## config.mk

```make
export PLATFORM = sky130hd
export DESIGN_NAME = dual_uart_pin_function_logic
export DESIGN_NICKNAME = d
export VERILOG_FILES = /design/src/pin_sync.v /design/src/uart_chan_pins.v /design/src/dual_uart_pin_function_logic.v
export VERILOG_INCLUDE_DIRS = /design/src
export SDC_FILE = /design/constraint.sdc
export NUM_CORES = 1
export LEC_CHECK = 0
export BUFFER_PORTS_ARGS = -buffer_cell sky130_fd_sc_hd__buf_4
export CAP_MARGIN = 20
export CORE_ASPECT_RATIO = 0.8
export CORE_UTILIZATION = 25
export CTS_CLUSTER_DIAMETER = 60
export CTS_CLUSTER_SIZE = 40
export DETAILED_ROUTE_END_ITERATION = 16
export PLACE_DENSITY = 0.52
export SYNTH_ARGS = -nofsm -noshare
export SYNTH_HDL_FRONTEND = slang
export SYNTH_SLANG_ARGS = --single-unit
```

## constraint.sdc

```tcl
create_clock -name ref_clk -period 1.2 [get_ports ref_clk]
set_clock_uncertainty 0.05 [all_clocks]
set_input_delay 0.06 -clock ref_clk [delete_from_list [all_inputs] [get_ports ref_clk]]
set_output_delay 0.06 -clock ref_clk [all_outputs]
set_load 0.02 [all_outputs]
```

## src/uart_pin_defines.vh

```
`ifndef UART_PIN_DEFINES_VH
`define UART_PIN_DEFINES_VH

// ****************************************
// alternate function register fields
// ****************************************
`define AFR_BCAST_BIT 0
`define AFR_MF_SEL_LO 1
`define AFR_MF_SEL_HI 2
`define MF_SEL_OP2 2'h0
`define MF_SEL_BAUD 2'h1
`define MF_SEL_RXRDY 2'h2

// ****************************************
// modem control register fields
// ****************************************
`define MCR_RTS_BIT 1
`define MCR_OP2_BIT 3
`define MCR_IR_BIT 6
`define MCR_RESET 8'h08

// ****************************************
// feature and enhanced feature fields
// ****************************************
`define FEATURE_CONTROL_REG_RX_INV_BIT 2
`define EFR_AUTO_RTS_BIT 6
`define EFR_AUTO_CTS_BIT 7

// ****************************************
// timing
// ****************************************
`define CLK_PERIOD_NS 50
`define RESET_MIN_NS 40
`define RESET_MIN_CYCLES \
    ((`RESET_MIN_NS + `CLK_PERIOD_NS - 1) / `CLK_PERIOD_NS)
`define SYNC_STAGES 2

`endif

```

## src/pin_sync.v

```verilog
`timescale 1ns/10ps

// ****************************************
// two flip-flop synchroniser
// ****************************************
module pin_sync #(
    parameter WIDTH = 1,
    parameter [WIDTH-1:0] RESET_VALUE = {WIDTH{1'b1}}
) (
    input wire ref_clk,
    input wire reset_n,
    input wire [WIDTH-1:0] pin_in,
    output reg [WIDTH-1:0] sync_out
);

reg [WIDTH-1:0] stage1;

// first stage feeds only the second stage
always @(posedge ref_clk) begin
    if (!reset_n) begin
        stage1 <= RESET_VALUE;
        sync_out <= RESET_VALUE;
    end else begin
        stage1 <= pin_in;
        sync_out <= stage1;
    end
end

endmodule // pin_sync

```

## src/uart_chan_pins.v

```verilog
`timescale 1ns/10ps
`include "uart_pin_defines.vh"

// ****************************************
// per-channel pin function logic
// ****************************************
module uart_chan_pins (
    input wire ref_clk,
    input wire reset_n,
    input wire mcr_load,
    input wire [7:0] mcr_data,
    input wire [2:0] alternate_function_reg,
    input wire [7:0] feature_control_reg,
    input wire [7:0] enhanced_feature_reg,
    input wire int_request,
    input wire tx_fifo_ready,
    input wire rx_fifo_ready,
    input wire baud16_clk,
    input wire tx_serial,
    input wire tx_ir_pulse,
    input wire auto_rts_assert,
    input wire serial_in,
    input wire clear_send_n,
    output reg irq,
    output reg tx_ready_n,
    output reg multi_func_out_n,
    output reg serial_out,
    output reg request_send_n,
    output reg rx_serial,
    output reg rx_ir,
    output reg tx_flow_hold,
    output reg clear_send_level,
    output reg [7:0] modem_control_reg
);

wire rx_sync;
wire cts_sync_n;
wire irda_mode;
wire [1:0] mf_sel;
reg next_mf;

assign irda_mode = modem_control_reg[`MCR_IR_BIT];
assign mf_sel = alternate_function_reg[`AFR_MF_SEL_HI:`AFR_MF_SEL_LO];

// synchronise receive and clear-to-send pins
pin_sync #(.WIDTH(2), .RESET_VALUE(2'h3)) u_sync (
    .ref_clk(ref_clk),
    .reset_n(reset_n),
    .pin_in({serial_in, clear_send_n}),
    .sync_out({rx_sync, cts_sync_n})
);

// modem control copy, bit 3 set at reset
always @(posedge ref_clk) begin
    if (!reset_n) begin
        modem_control_reg <= `MCR_RESET;
    end else if (mcr_load) begin
        modem_control_reg <= mcr_data;
    end
end

// multi-function output select
always @* begin
    case (mf_sel)
        `MF_SEL_OP2: next_mf = ~modem_control_reg[`MCR_OP2_BIT];
        `MF_SEL_BAUD: next_mf = ~baud16_clk;
        `MF_SEL_RXRDY: next_mf = ~rx_fifo_ready;
        default: next_mf = 1'b1;
    endcase
end

// registered pin outputs
always @(posedge ref_clk) begin
    if (!reset_n) begin
        irq <= 1'b0;
        tx_ready_n <= 1'b1;
        multi_func_out_n <= 1'b1;
        serial_out <= 1'b1;
        request_send_n <= 1'b1;
        rx_serial <= 1'b1;
        rx_ir <= 1'b0;
        tx_flow_hold <= 1'b0;
        clear_send_level <= 1'b0;
    end else begin
        irq <= int_request;
        tx_ready_n <= ~tx_fifo_ready;
        multi_func_out_n <= next_mf;
        if (irda_mode) begin
            serial_out <= ~tx_serial & tx_ir_pulse;
        end else begin
            serial_out <= tx_serial;
        end
        // receive path steered by signalling mode
        rx_serial <= irda_mode ? 1'b1 : rx_sync;
        rx_ir <= irda_mode ?
            (rx_sync ^ feature_control_reg[`FEATURE_CONTROL_REG_RX_INV_BIT]) : 1'b0;
        if (enhanced_feature_reg[`EFR_AUTO_RTS_BIT]) begin
            request_send_n <= ~(modem_control_reg[`MCR_RTS_BIT] &
                auto_rts_assert);
        end else begin
            request_send_n <= ~modem_control_reg[`MCR_RTS_BIT];
        end
        tx_flow_hold <= enhanced_feature_reg[`EFR_AUTO_CTS_BIT] &
            cts_sync_n;
        clear_send_level <= ~cts_sync_n;
    end
end

endmodule // uart_chan_pins

```

## src/dual_uart_pin_function_logic.v

```verilog
`timescale 1ns/10ps
`include "uart_pin_defines.vh"

// Behaviour
// chip select low routes access to channel B on select low, A on high.
// broadcast bit 0 makes one selected write reach both channels.
// each channel drives its own active-high interrupt while requesting.
// each channel drives active-low transmit-ready from its transmit status.
// alternate function bits 1-2 choose one multi-function output role.
// general output role drives pin low while modem control bit 3 is one.
// modem control bit 3 is one after reset.
// baud role presents the sixteen-times baud clock.
// receive-ready role presents active-low receive-ready for DMA.
// modem control bit 6 zero: standard signalling, transmit idles high.
// modem control bit 6 one: infrared signalling, transmit rests low.
// far end keeps receive line high when idle in standard mode.
// feature control bit 2 inverts infrared receive pulses.
// host asserts request-to-send before enabling automatic flow control.
// enhanced feature bit 7 enables clear-to-send transmit flow control.
// host selects with chip select low and three address lines.
// reset clears outputs, holds transmit high, ignores receive input.
// without automatic flow, request-to-send follows inverted control bit.
module dual_uart_pin_function_logic (
    input wire ref_clk,
    input wire reset_n,
    // host bus pins
    input wire chip_select_n,
    input wire channel_select,
    input wire [2:0] addr,
    input wire write_strobe_n,
    input wire read_strobe_n,
    input wire [7:0] data_in,
    output reg [7:0] data_out,
    output reg data_oe_n,
    // register file side
    output reg reg_write_a,
    output reg reg_write_b,
    output reg reg_read_a,
    output reg reg_read_b,
    output reg [2:0] reg_addr,
    output reg [7:0] reg_wdata,
    input wire [7:0] read_data_a,
    input wire [7:0] read_data_b,
    // channel a configuration
    input wire mcr_load_a,
    input wire [7:0] mcr_data_a,
    input wire [2:0] alternate_function_reg_a,
    input wire [7:0] feature_control_reg_a,
    input wire [7:0] enhanced_feature_reg_a,
    // channel b configuration
    input wire mcr_load_b,
    input wire [7:0] mcr_data_b,
    input wire [2:0] alternate_function_reg_b,
    input wire [7:0] feature_control_reg_b,
    input wire [7:0] enhanced_feature_reg_b,
    // channel a engine signals
    input wire int_request_a,
    input wire tx_fifo_ready_a,
    input wire rx_fifo_ready_a,
    input wire baud16_clk_a,
    input wire tx_serial_a,
    input wire tx_ir_pulse_a,
    input wire auto_rts_assert_a,
    output wire rx_serial_a,
    output wire rx_ir_a,
    output wire tx_flow_hold_a,
    output wire clear_send_level_a,
    output wire [7:0] modem_control_reg_a,
    // channel b engine signals
    input wire int_request_b,
    input wire tx_fifo_ready_b,
    input wire rx_fifo_ready_b,
    input wire baud16_clk_b,
    input wire tx_serial_b,
    input wire tx_ir_pulse_b,
    input wire auto_rts_assert_b,
    output wire rx_serial_b,
    output wire rx_ir_b,
    output wire tx_flow_hold_b,
    output wire clear_send_level_b,
    output wire [7:0] modem_control_reg_b,
    // channel a pins
    output wire irq_chan_a,
    output wire tx_ready_a_n,
    output wire multi_func_out_a_n,
    output wire serial_out_a,
    output wire request_send_a_n,
    input wire serial_in_a,
    input wire clear_send_a_n,
    // channel b pins
    output wire irq_chan_b,
    output wire tx_ready_b_n,
    output wire multi_func_out_b_n,
    output wire serial_out_b,
    output wire request_send_b_n,
    input wire serial_in_b,
    input wire clear_send_b_n
);

// ****************************************
// bus pin synchronisation
// ****************************************
localparam BUS_W = 16;
localparam [BUS_W-1:0] BUS_RESET = 16'hf000;

wire [BUS_W-1:0] bus_sync;
wire cs_s_n;
wire channel_select_s;
wire wr_s_n;
wire rd_s_n;
wire [2:0] addr_s;
wire [7:0] data_s;
reg wr_prev_n;
reg rd_prev_n;
wire write_done;
wire read_start;
wire selected;
wire broadcast;
wire any_write;
wire any_read;
reg next_write_a;
reg next_write_b;
reg next_read_a;
reg next_read_b;
reg [7:0] next_data;

// all host pins pass two flip-flops
pin_sync #(.WIDTH(BUS_W), .RESET_VALUE(BUS_RESET)) u_bus_sync (
    .ref_clk(ref_clk),
    .reset_n(reset_n),
    .pin_in({chip_select_n, channel_select, write_strobe_n, read_strobe_n,
        1'b0, addr, data_in}),
    .sync_out(bus_sync)
);

assign cs_s_n = bus_sync[15];
assign channel_select_s = bus_sync[14];
assign wr_s_n = bus_sync[13];
assign rd_s_n = bus_sync[12];
assign addr_s = bus_sync[10:8];
assign data_s = bus_sync[7:0];

// ****************************************
// strobe edges and channel decode
// ****************************************

// previous strobe levels for edge detection
always @(posedge ref_clk) begin
    if (!reset_n) begin
        wr_prev_n <= 1'b1;
        rd_prev_n <= 1'b1;
    end else begin
        wr_prev_n <= wr_s_n;
        rd_prev_n <= rd_s_n;
    end
end

// write completes on rising strobe, read starts on falling
assign write_done = wr_s_n & ~wr_prev_n;
assign read_start = ~rd_s_n & rd_prev_n;
assign selected = ~cs_s_n;
assign broadcast = alternate_function_reg_a[`AFR_BCAST_BIT] |
    alternate_function_reg_b[`AFR_BCAST_BIT];

// decode which channel strobes fire, write wins over read
always @* begin
    next_write_a = 1'b0;
    next_write_b = 1'b0;
    next_read_a = 1'b0;
    next_read_b = 1'b0;
    if (selected && write_done) begin
        if (broadcast) begin
            next_write_a = 1'b1;
            next_write_b = 1'b1;
        end else begin
            next_write_a = channel_select_s;
            next_write_b = ~channel_select_s;
        end
    end else if (selected && read_start) begin
        next_read_a = channel_select_s;
        next_read_b = ~channel_select_s;
    end
end

// any channel taking the access this cycle
assign any_write = next_write_a | next_write_b;
assign any_read = next_read_a | next_read_b;

// one-cycle register strobes toward the channels
always @(posedge ref_clk) begin
    if (!reset_n) begin
        reg_write_a <= 1'b0;
        reg_write_b <= 1'b0;
        reg_read_a <= 1'b0;
        reg_read_b <= 1'b0;
        reg_addr <= 3'h0;
        reg_wdata <= 8'h00;
    end else begin
        reg_write_a <= next_write_a;
        reg_write_b <= next_write_b;
        reg_read_a <= next_read_a;
        reg_read_b <= next_read_b;
        if (any_write) begin
            reg_addr <= addr_s;
            reg_wdata <= data_s;
        end else if (any_read) begin
            reg_addr <= addr_s;
        end
    end
end

// ****************************************
// read data drive
// ****************************************

// read data source follows the synced channel select
always @* begin
    case (channel_select_s)
        1'b1: next_data = read_data_a;
        1'b0: next_data = read_data_b;
        default: next_data = 8'h00;
    endcase
end

// drive the data bus while a selected read is active
always @(posedge ref_clk) begin
    if (!reset_n) begin
        data_out <= 8'h00;
        data_oe_n <= 1'b1;
    end else begin
        data_oe_n <= ~(selected & ~rd_s_n);
        data_out <= next_data;
    end
end

// ****************************************
// channel pin logic
// ****************************************

// channel a
uart_chan_pins u_chan_a (
    .ref_clk(ref_clk),
    .reset_n(reset_n),
    .mcr_load(mcr_load_a),
    .mcr_data(mcr_data_a),
    .alternate_function_reg(alternate_function_reg_a),
    .feature_control_reg(feature_control_reg_a),
    .enhanced_feature_reg(enhanced_feature_reg_a),
    .int_request(int_request_a),
    .tx_fifo_ready(tx_fifo_ready_a),
    .rx_fifo_ready(rx_fifo_ready_a),
    .baud16_clk(baud16_clk_a),
    .tx_serial(tx_serial_a),
    .tx_ir_pulse(tx_ir_pulse_a),
    .auto_rts_assert(auto_rts_assert_a),
    .serial_in(serial_in_a),
    .clear_send_n(clear_send_a_n),
    .irq(irq_chan_a),
    .tx_ready_n(tx_ready_a_n),
    .multi_func_out_n(multi_func_out_a_n),
    .serial_out(serial_out_a),
    .request_send_n(request_send_a_n),
    .rx_serial(rx_serial_a),
    .rx_ir(rx_ir_a),
    .tx_flow_hold(tx_flow_hold_a),
    .clear_send_level(clear_send_level_a),
    .modem_control_reg(modem_control_reg_a)
);

// channel b
uart_chan_pins u_chan_b (
    .ref_clk(ref_clk),
    .reset_n(reset_n),
    .mcr_load(mcr_load_b),
    .mcr_data(mcr_data_b),
    .alternate_function_reg(alternate_function_reg_b),
    .feature_control_reg(feature_control_reg_b),
    .enhanced_feature_reg(enhanced_feature_reg_b),
    .int_request(int_request_b),
    .tx_fifo_ready(tx_fifo_ready_b),
    .rx_fifo_ready(rx_fifo_ready_b),
    .baud16_clk(baud16_clk_b),
    .tx_serial(tx_serial_b),
    .tx_ir_pulse(tx_ir_pulse_b),
    .auto_rts_assert(auto_rts_assert_b),
    .serial_in(serial_in_b),
    .clear_send_n(clear_send_b_n),
    .irq(irq_chan_b),
    .tx_ready_n(tx_ready_b_n),
    .multi_func_out_n(multi_func_out_b_n),
    .serial_out(serial_out_b),
    .request_send_n(request_send_b_n),
    .rx_serial(rx_serial_b),
    .rx_ir(rx_ir_b),
    .tx_flow_hold(tx_flow_hold_b),
    .clear_send_level(clear_send_level_b),
    .modem_control_reg(modem_control_reg_b)
);

endmodule // dual_uart_pin_function_logic

```

# Word level (Yosys, flattened, before mapping)
# Index checks and enable logic that the tools add are counted.
# totals
reg_bits	100
input_bits	107
out_inout_bits	58
elab_cells	103
# op_classes
eq_ne	4
muxes	17
n_bitwise	36
n_reduce_logical	9
# op_table
cell	n
$not 1->1	22
$pmux 8 s2	1
$mux 1	12
$and 1x1->1	9
$mux 3	2
$pmux 1 s3	2
$eq 2x1->1 const B	2
$eq 2x2->1 const B	2
$logic_not 2->1	2
$reduce_and 2->1	2
$reduce_or 2->1	2
$or 1x1->1	3
$logic_and 1x1->1	2
$reduce_bool 2->1	1
$xor 1x1->1	2

# Depth between registers and ports, before layout
# Gate-level depths: netlist (run 1).
# depth
ltp_word	8
mapped_depth	4

# Cells and area by module
# From an unflattened synthesis (run 1), not the netlist that was laid out.
# hier_totals
hier_cells	274
area_unflattened_um2	3220.6
# modules_own_cells
mod	n_inst	cells_each	area_per_inst_um2	seq_area_each_um2
uart_chan_pins	2	52	591.8	340.3
dual_uart_pin_function_logic	1	87	968.4	520.5
pin_sync at u_bus_sync	1	67	858.3	640.6
pin_sync at u_chan_a.u_sync ...	2	8	105.1	80.1

# Worst setup path after synthesis (run 1)
# No wires, ideal clock.
# synth_timing
path_kind	register to register
startpoint	register u_bus_sync.sync_out[15]
endpoint	register reg_wdata[0]
setup_ns	0.116
arrival_time_ns	0.884
required_time_ns	1.034
path_slack_ns	0.150
path_stages_with_launch	5
path_buffers	1
synth_period_minus_slack_ns	1.050
path_cell_list	dfxtp_1 -> nor3b_2 -> buf_6 -> mux2i_1 -> nor2b_1
# synth_between
elab_chain_cells	4
word_cells_on_any_way	5
# synth_rtl
element	line	source
from (decl)	pin_sync.v:13	output reg [WIDTH-1:0] sync_out
from (signal assigned)	pin_sync.v:25	sync_out <= stage1;
$not 1->1 *	dual_uart_pin_function_logic.v:161	assign selected = ~cs_s_n;
$logic_and 1x1->1 *	dual_uart_pin_function_logic.v:171	if (selected && write_done) begin
$mux 1	dual_uart_pin_function_logic.v:171	
$or 1x1->1 *	dual_uart_pin_function_logic.v:186	assign any_write = next_write_a | next_write_b;
to (signal assigned)	dual_uart_pin_function_logic.v:205	reg_wdata <= data_s;
to (decl)	dual_uart_pin_function_logic.v:41	output reg [7:0] reg_wdata,
# Every way passes the cells marked *; elsewhere a longest branch is shown, timed or not.
# A chain may end at the register's enable or synchronous reset.

# Worst setup path in the final report (run 1)
# layout_timing
startpoint	register wr_prev_n
endpoint	register reg_wdata[2]
# layout_between
elab_chain_cells	5
word_cells_on_any_way	6
# layout_rtl
element	line	source
from (decl)	dual_uart_pin_function_logic.v:113	reg wr_prev_n;
from (signal assigned)	dual_uart_pin_function_logic.v:153	wr_prev_n <= wr_s_n;
$not 1->1 *	dual_uart_pin_function_logic.v:159	assign write_done = wr_s_n & ~wr_prev_n;
$and 1x1->1 *	dual_uart_pin_function_logic.v:159	
$logic_and 1x1->1 *	dual_uart_pin_function_logic.v:171	
$mux 1	dual_uart_pin_function_logic.v:171	
$or 1x1->1 *	dual_uart_pin_function_logic.v:186	
# Marks and branches as above.

==> results by group, run 1 <==
Outcome
  • Status: complete, no violations

Die
  • Die area: 0.0131 mm²
  • Die W: 128 µm
  • Core footprint: 0.0123 mm²
  • Row count: 36
  • Die height: 102 µm
  • Initial Utilization: 25.7%
  • IO Pins: 165

Drt
  • Detail Route Antenna Nets: 0
  • Detail-routed via count per cell: 3.83
  • WL final: 7580 µm
  • Routed length per instance: 11.5 µm
  • DRC: 0
  • Via count: 2,530
  • DR pass1 iterations: 4
  • First DRT Iteration DRCs: 61

Logic synthesis
  • Fraction of the mapped netlist area in simple logic gates: 19.5%
  • Post-synthesis register bit count: 98
  • Avg Cell Area, Syn: 11.7 µm²
  • Yosys warns: 0
  • Mux contribution to synthesized area: 11.7%
  • Largest family of logic cells by synthesized area: simple AND/OR/NAND/NOR gates
  • Synth Instances: 270
  • Post-synthesis compound-gate area fraction: 2.58%
  • Syn Std Cell Area: 0.00315 mm²
  • Xor/xnor share of the synthesized area: 0.556%
  • Post-Synth Adder-Cell Area: 0%
  • Netlist cell types: 25
  • Syn Nets: 377
  • Register area share after synthesis: 62.2%

Global routing
  • Overflow after GRT: 0
  • Number of global-route vias before repair: 2,317
  • First-pass GRT wire length: 11,300 µm
  • Initial antenna violation count: 0
  • Largest net degree at the start of global routing: 41
  • GRT Overall Usage: 11.3%

Critical path
  • Flop2flop setup slack: 0.06 ns
  • Crit. End Element: flop
  • Max incr delay on CP: 0.33 ns
  • R2r worst-path depth: 4
  • CP max FO: 9
  • Startpoint types: flop
  • WP data required: 1.37 ns
  • Crit path cell chain: nor3b_4, buf_12, mux2i_2, nor2b_1
  • Critical-path top delay cell: dfxtp_2
  • Crit Path Class: flop to flop
  • Reg2Reg Launch Point: wr_prev_n$_SDFF_PN1_
  • R2r endpoint: reg_wdata[2]$_SDFFE_PN0P_
  • Arrival time worst endpoint: 1.32 ns

Placed design
  • Gpl congestion: 0.659
  • Port buffer count: 138
  • Dpl hpwl: 4800 µm

CTS
  • Root buf cell: clkbuf_16
  • CTS tree: built
  • Clk_lat worst skew: 0.33 ns
  • TritonCTS Buffers: 9
  • Clock-pin slew on the worst setup and hold paths: 0.06 ns
  • Clock buffer depth: 2
  • Clk sinks: 98
  • CTS HTree Levels: 3

Timing
  • RSZ-0062 raised after global routing: yes
  • Worst-Margin Slew: 0.249 ns
  • Setup violations, final: 0
  • Fmax: 876 MHz
  • Tcrit/Tclk final: 95.1%
  • Final Hold Fails: 0
  • Setup_tns: 0 ns
  • Slew margin rel.: 83.4%
  • Crit path time final: 1.14 ns
  • Max-slew violations: 0

Cells and area
  • Top Registers: u_bus_sync.stage1 x15, u_bus_sync.sync_out x15
  • Syn-to-layout area delta: 72.8%
  • Share of layout cells above drive strength 1: 34.4%
  • Ant. Diodes: 0
  • Final core occ: 44.5%
  • Layout Nets: 591

Worst hold path
  • Hold Crit Endpoint: u_chan_a.serial_out$_SDFF_PN1_
  • Hold path cells: 3
  • Hold WC Path Type: input pin to flop
  • Worst min-delay path startpoint: tx_serial_a

Power and ir drop
  • Power density over cell area: 1310 mW/mm²
  • Static Leakage: 2.44 nW
  • Max IR drop VDD: 857 µV

Run
  • Max-cap violation count: 0
cells by family (layout without fill, tap and decap cells):
| kind of cell | count (synthesis) | in the layout |
|---|---|---|
| simple gates | 101 | 101 |
| mux | 37 | 37 |
| xor+xnor | 2 | 2 |
| buf+inv | 21 | 240 |
| compound gates | 11 | 11 |
| flops | 98 | 98 |
synth_stat cells:
master,instances,area share [%]
a21oi_2,1,0.28
a31o_1,2,0.56
and2_1,24,4.8
and3_1,4,0.79
buf_2,4,0.63
buf_4,4,0.95
buf_6,1,0.36
clkbuf_1,6,0.71
dfxtp_1,98,62
inv_1,5,0.60
inv_2,1,0.12
mux2i_1,37,12
nand2_1,12,1.4
nand2b_1,20,4.0
nand3_1,1,0.16
nand3b_1,2,0.48
nor2_1,2,0.24
nor2b_1,32,6.3
nor3b_2,2,0.79
o211ai_1,2,0.48
o21ai_0,2,0.32
o21ai_1,2,0.32
o311a_1,2,0.63
or3b_1,2,0.56
xor2_1,2,0.56
what timing repair did:
item / CTS / global route
hold endpoints to repair: 59 / 0
endpoints found under the setup margin: 0 / 10
resized for setup: 0 / 5
hold buffers: 72 / 0
setup buffers: 0 / 1
layer usage:
metal  track usage [%]  share of wire [%]  wire [µm]
met5                 0                  0          0
met1              13.6                 44       3310
met4              3.57                1.0         79
met2              17.9                 47       3530
met3              5.29                8.6        652
worst max path at each step:
stage,to,startpoint,slack (ns)
2_1_floorplan,reg_wdata[0]$_SDFFE_PN0P_,u_bus_sync.sync_out[15]$_SDFF_PN1_,0.15
3_3_place_gp,reg_wdata[4]$_SDFFE_PN0P_,u_bus_sync.sync_out[13]$_SDFF_PN1_,0.07
3_5_place_dp,reg_wdata[5]$_SDFFE_PN0P_,u_bus_sync.sync_out[13]$_SDFF_PN1_,0.02
4_1_cts,reg_wdata[5]$_SDFFE_PN0P_,u_bus_sync.sync_out[13]$_SDFF_PN1_,0.01
5_1_grt,reg_wdata[2]$_SDFFE_PN0P_,u_bus_sync.sync_out[13]$_SDFF_PN1_,-0.03
6_report,reg_wdata[2]$_SDFFE_PN0P_,wr_prev_n$_SDFF_PN1_,0.06
through the flow:
stage	total power, W	area (µm²)	setup slack (ns)	cells	hold slack, ns
2_1_floorplan	0.00382	3150	0.150	270	0.0790
3_3_place_gp	0.00419	4410	0.0652	571	0.177
3_5_place_dp	0.00420	4410	0.0212	571	0.181
4_1_cts	0.00727	5420	0.0121	659	0.000835
5_1_grt	0.00750	5450	-0.0287	660	0.0171
6_report	0.00714	5450	0.0586	660	0.0174
where the power goes:
group	switching [W]	internal [W]
Sequential	0.0000535	0.00339
Clock	0.00120	0.00162
Combinational	0.000326	0.000547
cells in the final DEF (no fill, tap or decap), types with 2 or more instances in the layout:
master / netlist / routed
mux2i_1: 37 / 36
dlygate4sd3_1: 0 / 72
nor2b_1: 32 / 32
buf_4: 4 / 142
nand2_1: 12 / 12
o21ai_1: 2 / 2
nor2_1: 2 / 2
inv_6: 0 / 2
or3b_1: 2 / 2
and3_1: 4 / 4
and2_1: 24 / 24
dfxtp_2: 0 / 2
nand3b_1: 2 / 2
a31o_1: 2 / 2
o21ai_0: 2 / 2
o211ai_1: 2 / 2
nand2b_1: 20 / 20
dfxtp_1: 98 / 96
buf_12: 0 / 3
clkbuf_16: 0 / 9
o311a_1: 2 / 2
clkinv_2: 0 / 2
xor2_1: 2 / 2
inv_1: 5 / 5
cell type report:
| cell class | instances | area (µm²) |
|---|---|---|
| Fill cell | 1153 | 6800 |
| Sequential cell | 98 | 1960 |
| Timing Repair Buffer | 218 | 1860 |
| Multi-Input combinational cell | 151 | 1090 |
| Clock buffer | 10 | 229 |
| Tap cell | 171 | 214 |
| Clock inverter | 6 | 65.1 |
| Inverter | 6 | 22.5 |
worst max-delay path, delay by kind of cell (launching register included):
kind | cells | cell delay [ns]
DFF | 1 | 0.33
and+or+nand+nor | 2 | 0.28
muxes | 1 | 0.20
buffers and inverters | 1 | 0.17
Power figures use the tool's default switching activity.
==> run 2, diff against run 1 <==
--- a/config.mk
+++ b/config.mk
@@ -13,7 +13,7 @@
 export CTS_CLUSTER_DIAMETER = 60
 export CTS_CLUSTER_SIZE = 40
 export DETAILED_ROUTE_END_ITERATION = 16
-export PLACE_DENSITY = 0.52
+export PLACE_DENSITY = 0.61
 export SYNTH_ARGS = -nofsm -noshare
 export SYNTH_HDL_FRONTEND = slang
 export SYNTH_SLANG_ARGS = --single-unit
==> run 2 against run 1 <==
Against the previous run:
- the flow now finishes with violations (negative setup slack)
- highest routed layer unchanged
- design area about the same
- setup slack lost 0.063 ns
- first-iteration DRC count decreased by 23%
- power is 0.23% higher
- sequential cell count stayed put
- fmax down 5.2%
- global-route usage rose by 0.83 points
- via count is 0.43% lower
- clock-buffer cell count up 1
- non-clock buffer count is 1 higher
==> results by group, run 2 (synthesis results as in run 1) <==
Outcome
  • Status: finished, violations left (was complete, no violations)
  • Failing checks: negative setup slack

Critical path
  • Max incr delay on CP: 0.35 ns (was 0.33 ns)
  • Startpoint types: flop (unchanged)
  • Crit. End Element: flop (unchanged)
  • CP max FO: 7 (was 9)
  • Worst path bufs/invs: 1 (unchanged)
  • Top cell family by delay on the critical path: flip-flops (unchanged)
  • WP data required: 1.37 ns (about the same)
  • Critical-path top delay cell: dfxtp_4 (was dfxtp_2)
  • Crit Path Class: flop to flop (unchanged)
  • Crit path cell chain: nor3b_4, buf_6, mux2i_2, nor2b_1 (was nor3b_4, buf_12, mux2i_2, nor2b_1)
  • Arrival time worst endpoint: 1.38 ns (was 1.32 ns)

Power and ir drop
  • Max IR drop VDD: 704 µV (was 857 µV)
  • Static Leakage: 2.45 nW (was 2.44 nW)
  • Clock network power share: 39.6% (was 39.5%)
  • Switching share of total power: 21.8% (was 22.1%)
  • Sequential power share: 48.1% (was 48.2%)
  • Int Power: 0.00560 W (was 0.00556 W)
  • Comb power frac: 12.2% (about the same)
  • P_sw: 0.00156 W (was 0.00158 W)
  • Power density over cell area: 1310 mW/mm² (about the same)

Placed design
  • Port buffer count: 138 (unchanged)
  • Dpl hpwl: 4950 µm (was 4800 µm)
  • Gpl congestion: 0.679 (was 0.659)

Timing
  • Worst hold slack: 0.0133 ns (was 0.0174 ns)
  • Setup violations, final: 1 (was 0)
  • Tcrit/Tclk final: 100% (was 95.1%)
  • Final Worst Setup Slack: -0.00386 ns (was 0.0586 ns)
  • Crit path time final: 1.20 ns (was 1.14 ns)
  • Fmax: 831 MHz (was 876 MHz)
  • Worst-Margin Slew: 0.262 ns (was 0.249 ns)
  • RSZ-0062 raised after global routing: yes (unchanged)
  • Final Hold Fails: 0 (unchanged)
  • Slew margin rel.: 82.5% (was 83.4%)
  • Setup_tns: -0.00386 ns (was 0 ns)
  • Max-slew violations: 0 (unchanged)

CTS
  • Root buf cell: clkbuf_16 (unchanged)
  • Clock-pin slew on the worst setup and hold paths: 0.06 ns (about the same)
  • Clk_lat worst skew: 0.33 ns (about the same)
  • TritonCTS Buffers: 9 (unchanged)
  • Clk sinks: 98 (unchanged)
  • CTS HTree Levels: 3 (unchanged)
  • CTS tree: built (unchanged)
  • Clock buffer depth: 2 (unchanged)

Worst hold path
  • Hold WC Path Type: input pin to flop (unchanged)

Drt
  • WL final: 7800 µm (was 7580 µm)
  • DR pass1 iterations: 4 (unchanged)
  • Detail-routed via count per cell: 3.82 (was 3.83)
  • Via count: 2,519 (was 2,530)
  • Detail Route Antenna Nets: 0 (unchanged)
  • Routed length per instance: 11.8 µm (was 11.5 µm)
  • DRC: 0 (unchanged)
  • First DRT Iteration DRCs: 47 (was 61)

Cells and area
  • Layout Nets: 592 (was 591)
  • FF/Latch Area: 0.00197 mm² (was 0.00196 mm²)
  • Most frequent cells in the layout: 144 x buf_4, 95 x dfxtp_1, 72 x dlygate4sd3_1 (was 142 x buf_4, 96 x dfxtp_1, 72 x dlygate4sd3_1)
  • Share of layout cells above drive strength 1: 34.6% (was 34.4%)
  • Commonest non-fill, non-tap cell in the layout: buf_4 (unchanged)
  • Ant. Diodes: 0 (unchanged)
  • Footprint of the multi-input gates: 0.00109 mm² (unchanged)
  • Top Registers: u_bus_sync.stage1 x15, u_bus_sync.sync_out x15 (unchanged)
  • Syn-to-layout area delta: 72.7% (was 72.8%)
  • Filler Cell Count: 1,129 (was 1,153)

Global routing
  • GRT Overall Usage: 12.1% (was 11.3%)
  • Overflow after GRT: 0 (unchanged)
  • Largest net degree at the start of global routing: 46 (was 41)
  • Initial antenna violation count: 0 (unchanged)
  • First-pass GRT wire length: 12,000 µm (was 11,300 µm)
  • Number of global-route vias before repair: 2,575 (was 2,317)

Die
  • Core footprint: 0.0123 mm² (unchanged)
  • Initial Utilization: 25.7% (unchanged)
  • IO Pins: 165 (unchanged)
  • Row count: 36 (unchanged)
  • Die W: 128 µm (unchanged)
  • Die area: 0.0131 mm² (unchanged)
  • Die height: 102 µm (unchanged)

Run
  • Max-cap violation count: 0 (unchanged)
## run 2: area by class of cell
type	instances	share of cell area (%)
sequential	98	36.1
multi-input combinational	151	20.1
clock buffer	11	4.46
inverter	6	0.414
clock inverter	4	0.942
timing repair buffer	219	34.0
tap	171	3.93
## run 2: per-stage QoR
| step | power, W | cell area [µm²] | util, % | instances | setup slack [ns] |
|---|---|---|---|---|---|
| 2_1_floorplan | 0.00382 | 3150 | - | 270 | 0.150 |
| 3_3_place_gp | 0.00419 | 4400 | 35.9 | 572 | -0.0176 |
| 3_5_place_dp | 0.00420 | 4400 | 35.9 | 572 | -0.0936 |
| 6_report | 0.00716 | 5450 | 44.5 | 660 | -0.00386 |
| 5_1_grt | 0.00750 | 5450 | 44.5 | 660 | -0.0892 |
| 4_1_cts | 0.00729 | 5440 | 44.4 | 660 | -0.0373 |
## run 2: worst paths after layout
| check | start | endpoint | slack [ns] | depth (start not counted) |
|---|---|---|---|---|
| setup / recovery | u_bus_sync.sync_out[15]$_SDFF_PN1_ | reg_wdata[5]$_SDFFE_PN0P_ | -0.004 | 4 |
| hold / removal | reset_n | u_chan_a.rx_serial$_SDFF_PP1_ | 0.01 | 2 |
| setup reg to reg | u_bus_sync.sync_out[15]$_SDFF_PN1_ | reg_wdata[5]$_SDFFE_PN0P_ | -0.004 | 4 |
| hold reg to reg | u_bus_sync.stage1[13]$_SDFF_PN1_ | u_bus_sync.sync_out[13]$_SDFF_PN1_ | 0.36 | 1 |
## run 2: timing repair
| item | in CTS | in global routing |
|---|---|---|
| pin swaps | 1 | 1 |
| setup endpoints to repair | 7 | 8 |
| buffers inserted | 1 | 0 |
| hold buffers | 72 | 0 |
| endpoints found under the hold margin | 59 | 0 |
| gates resized for setup | 4 | 3 |
## run 2: power by group through the flow
stage	logic (W)	registers, W	clock network, W
floorplan	0.000217	0.00361	0
global placement	0.000672	0.00352	0
detailed placement	0.000684	0.00352	0
CTS	0.000877	0.00345	0.00296
global route	0.000945	0.00346	0.00310
finish	0.000876	0.00345	0.00284
## run 2: per-layer routing
| layer | vias up | routed length, µm | track usage, % |
|---|---|---|---|
| li1 | 1300 | - | - |
| met1 | 1105 | 3420 | 13.4 |
| met2 | 105 | 3710 | 21.7 |
| met3 | 9 | 590 | 4.45 |
| met4 | 0 | 79 | 4.12 |
| met5 | - | 0 | 0 |
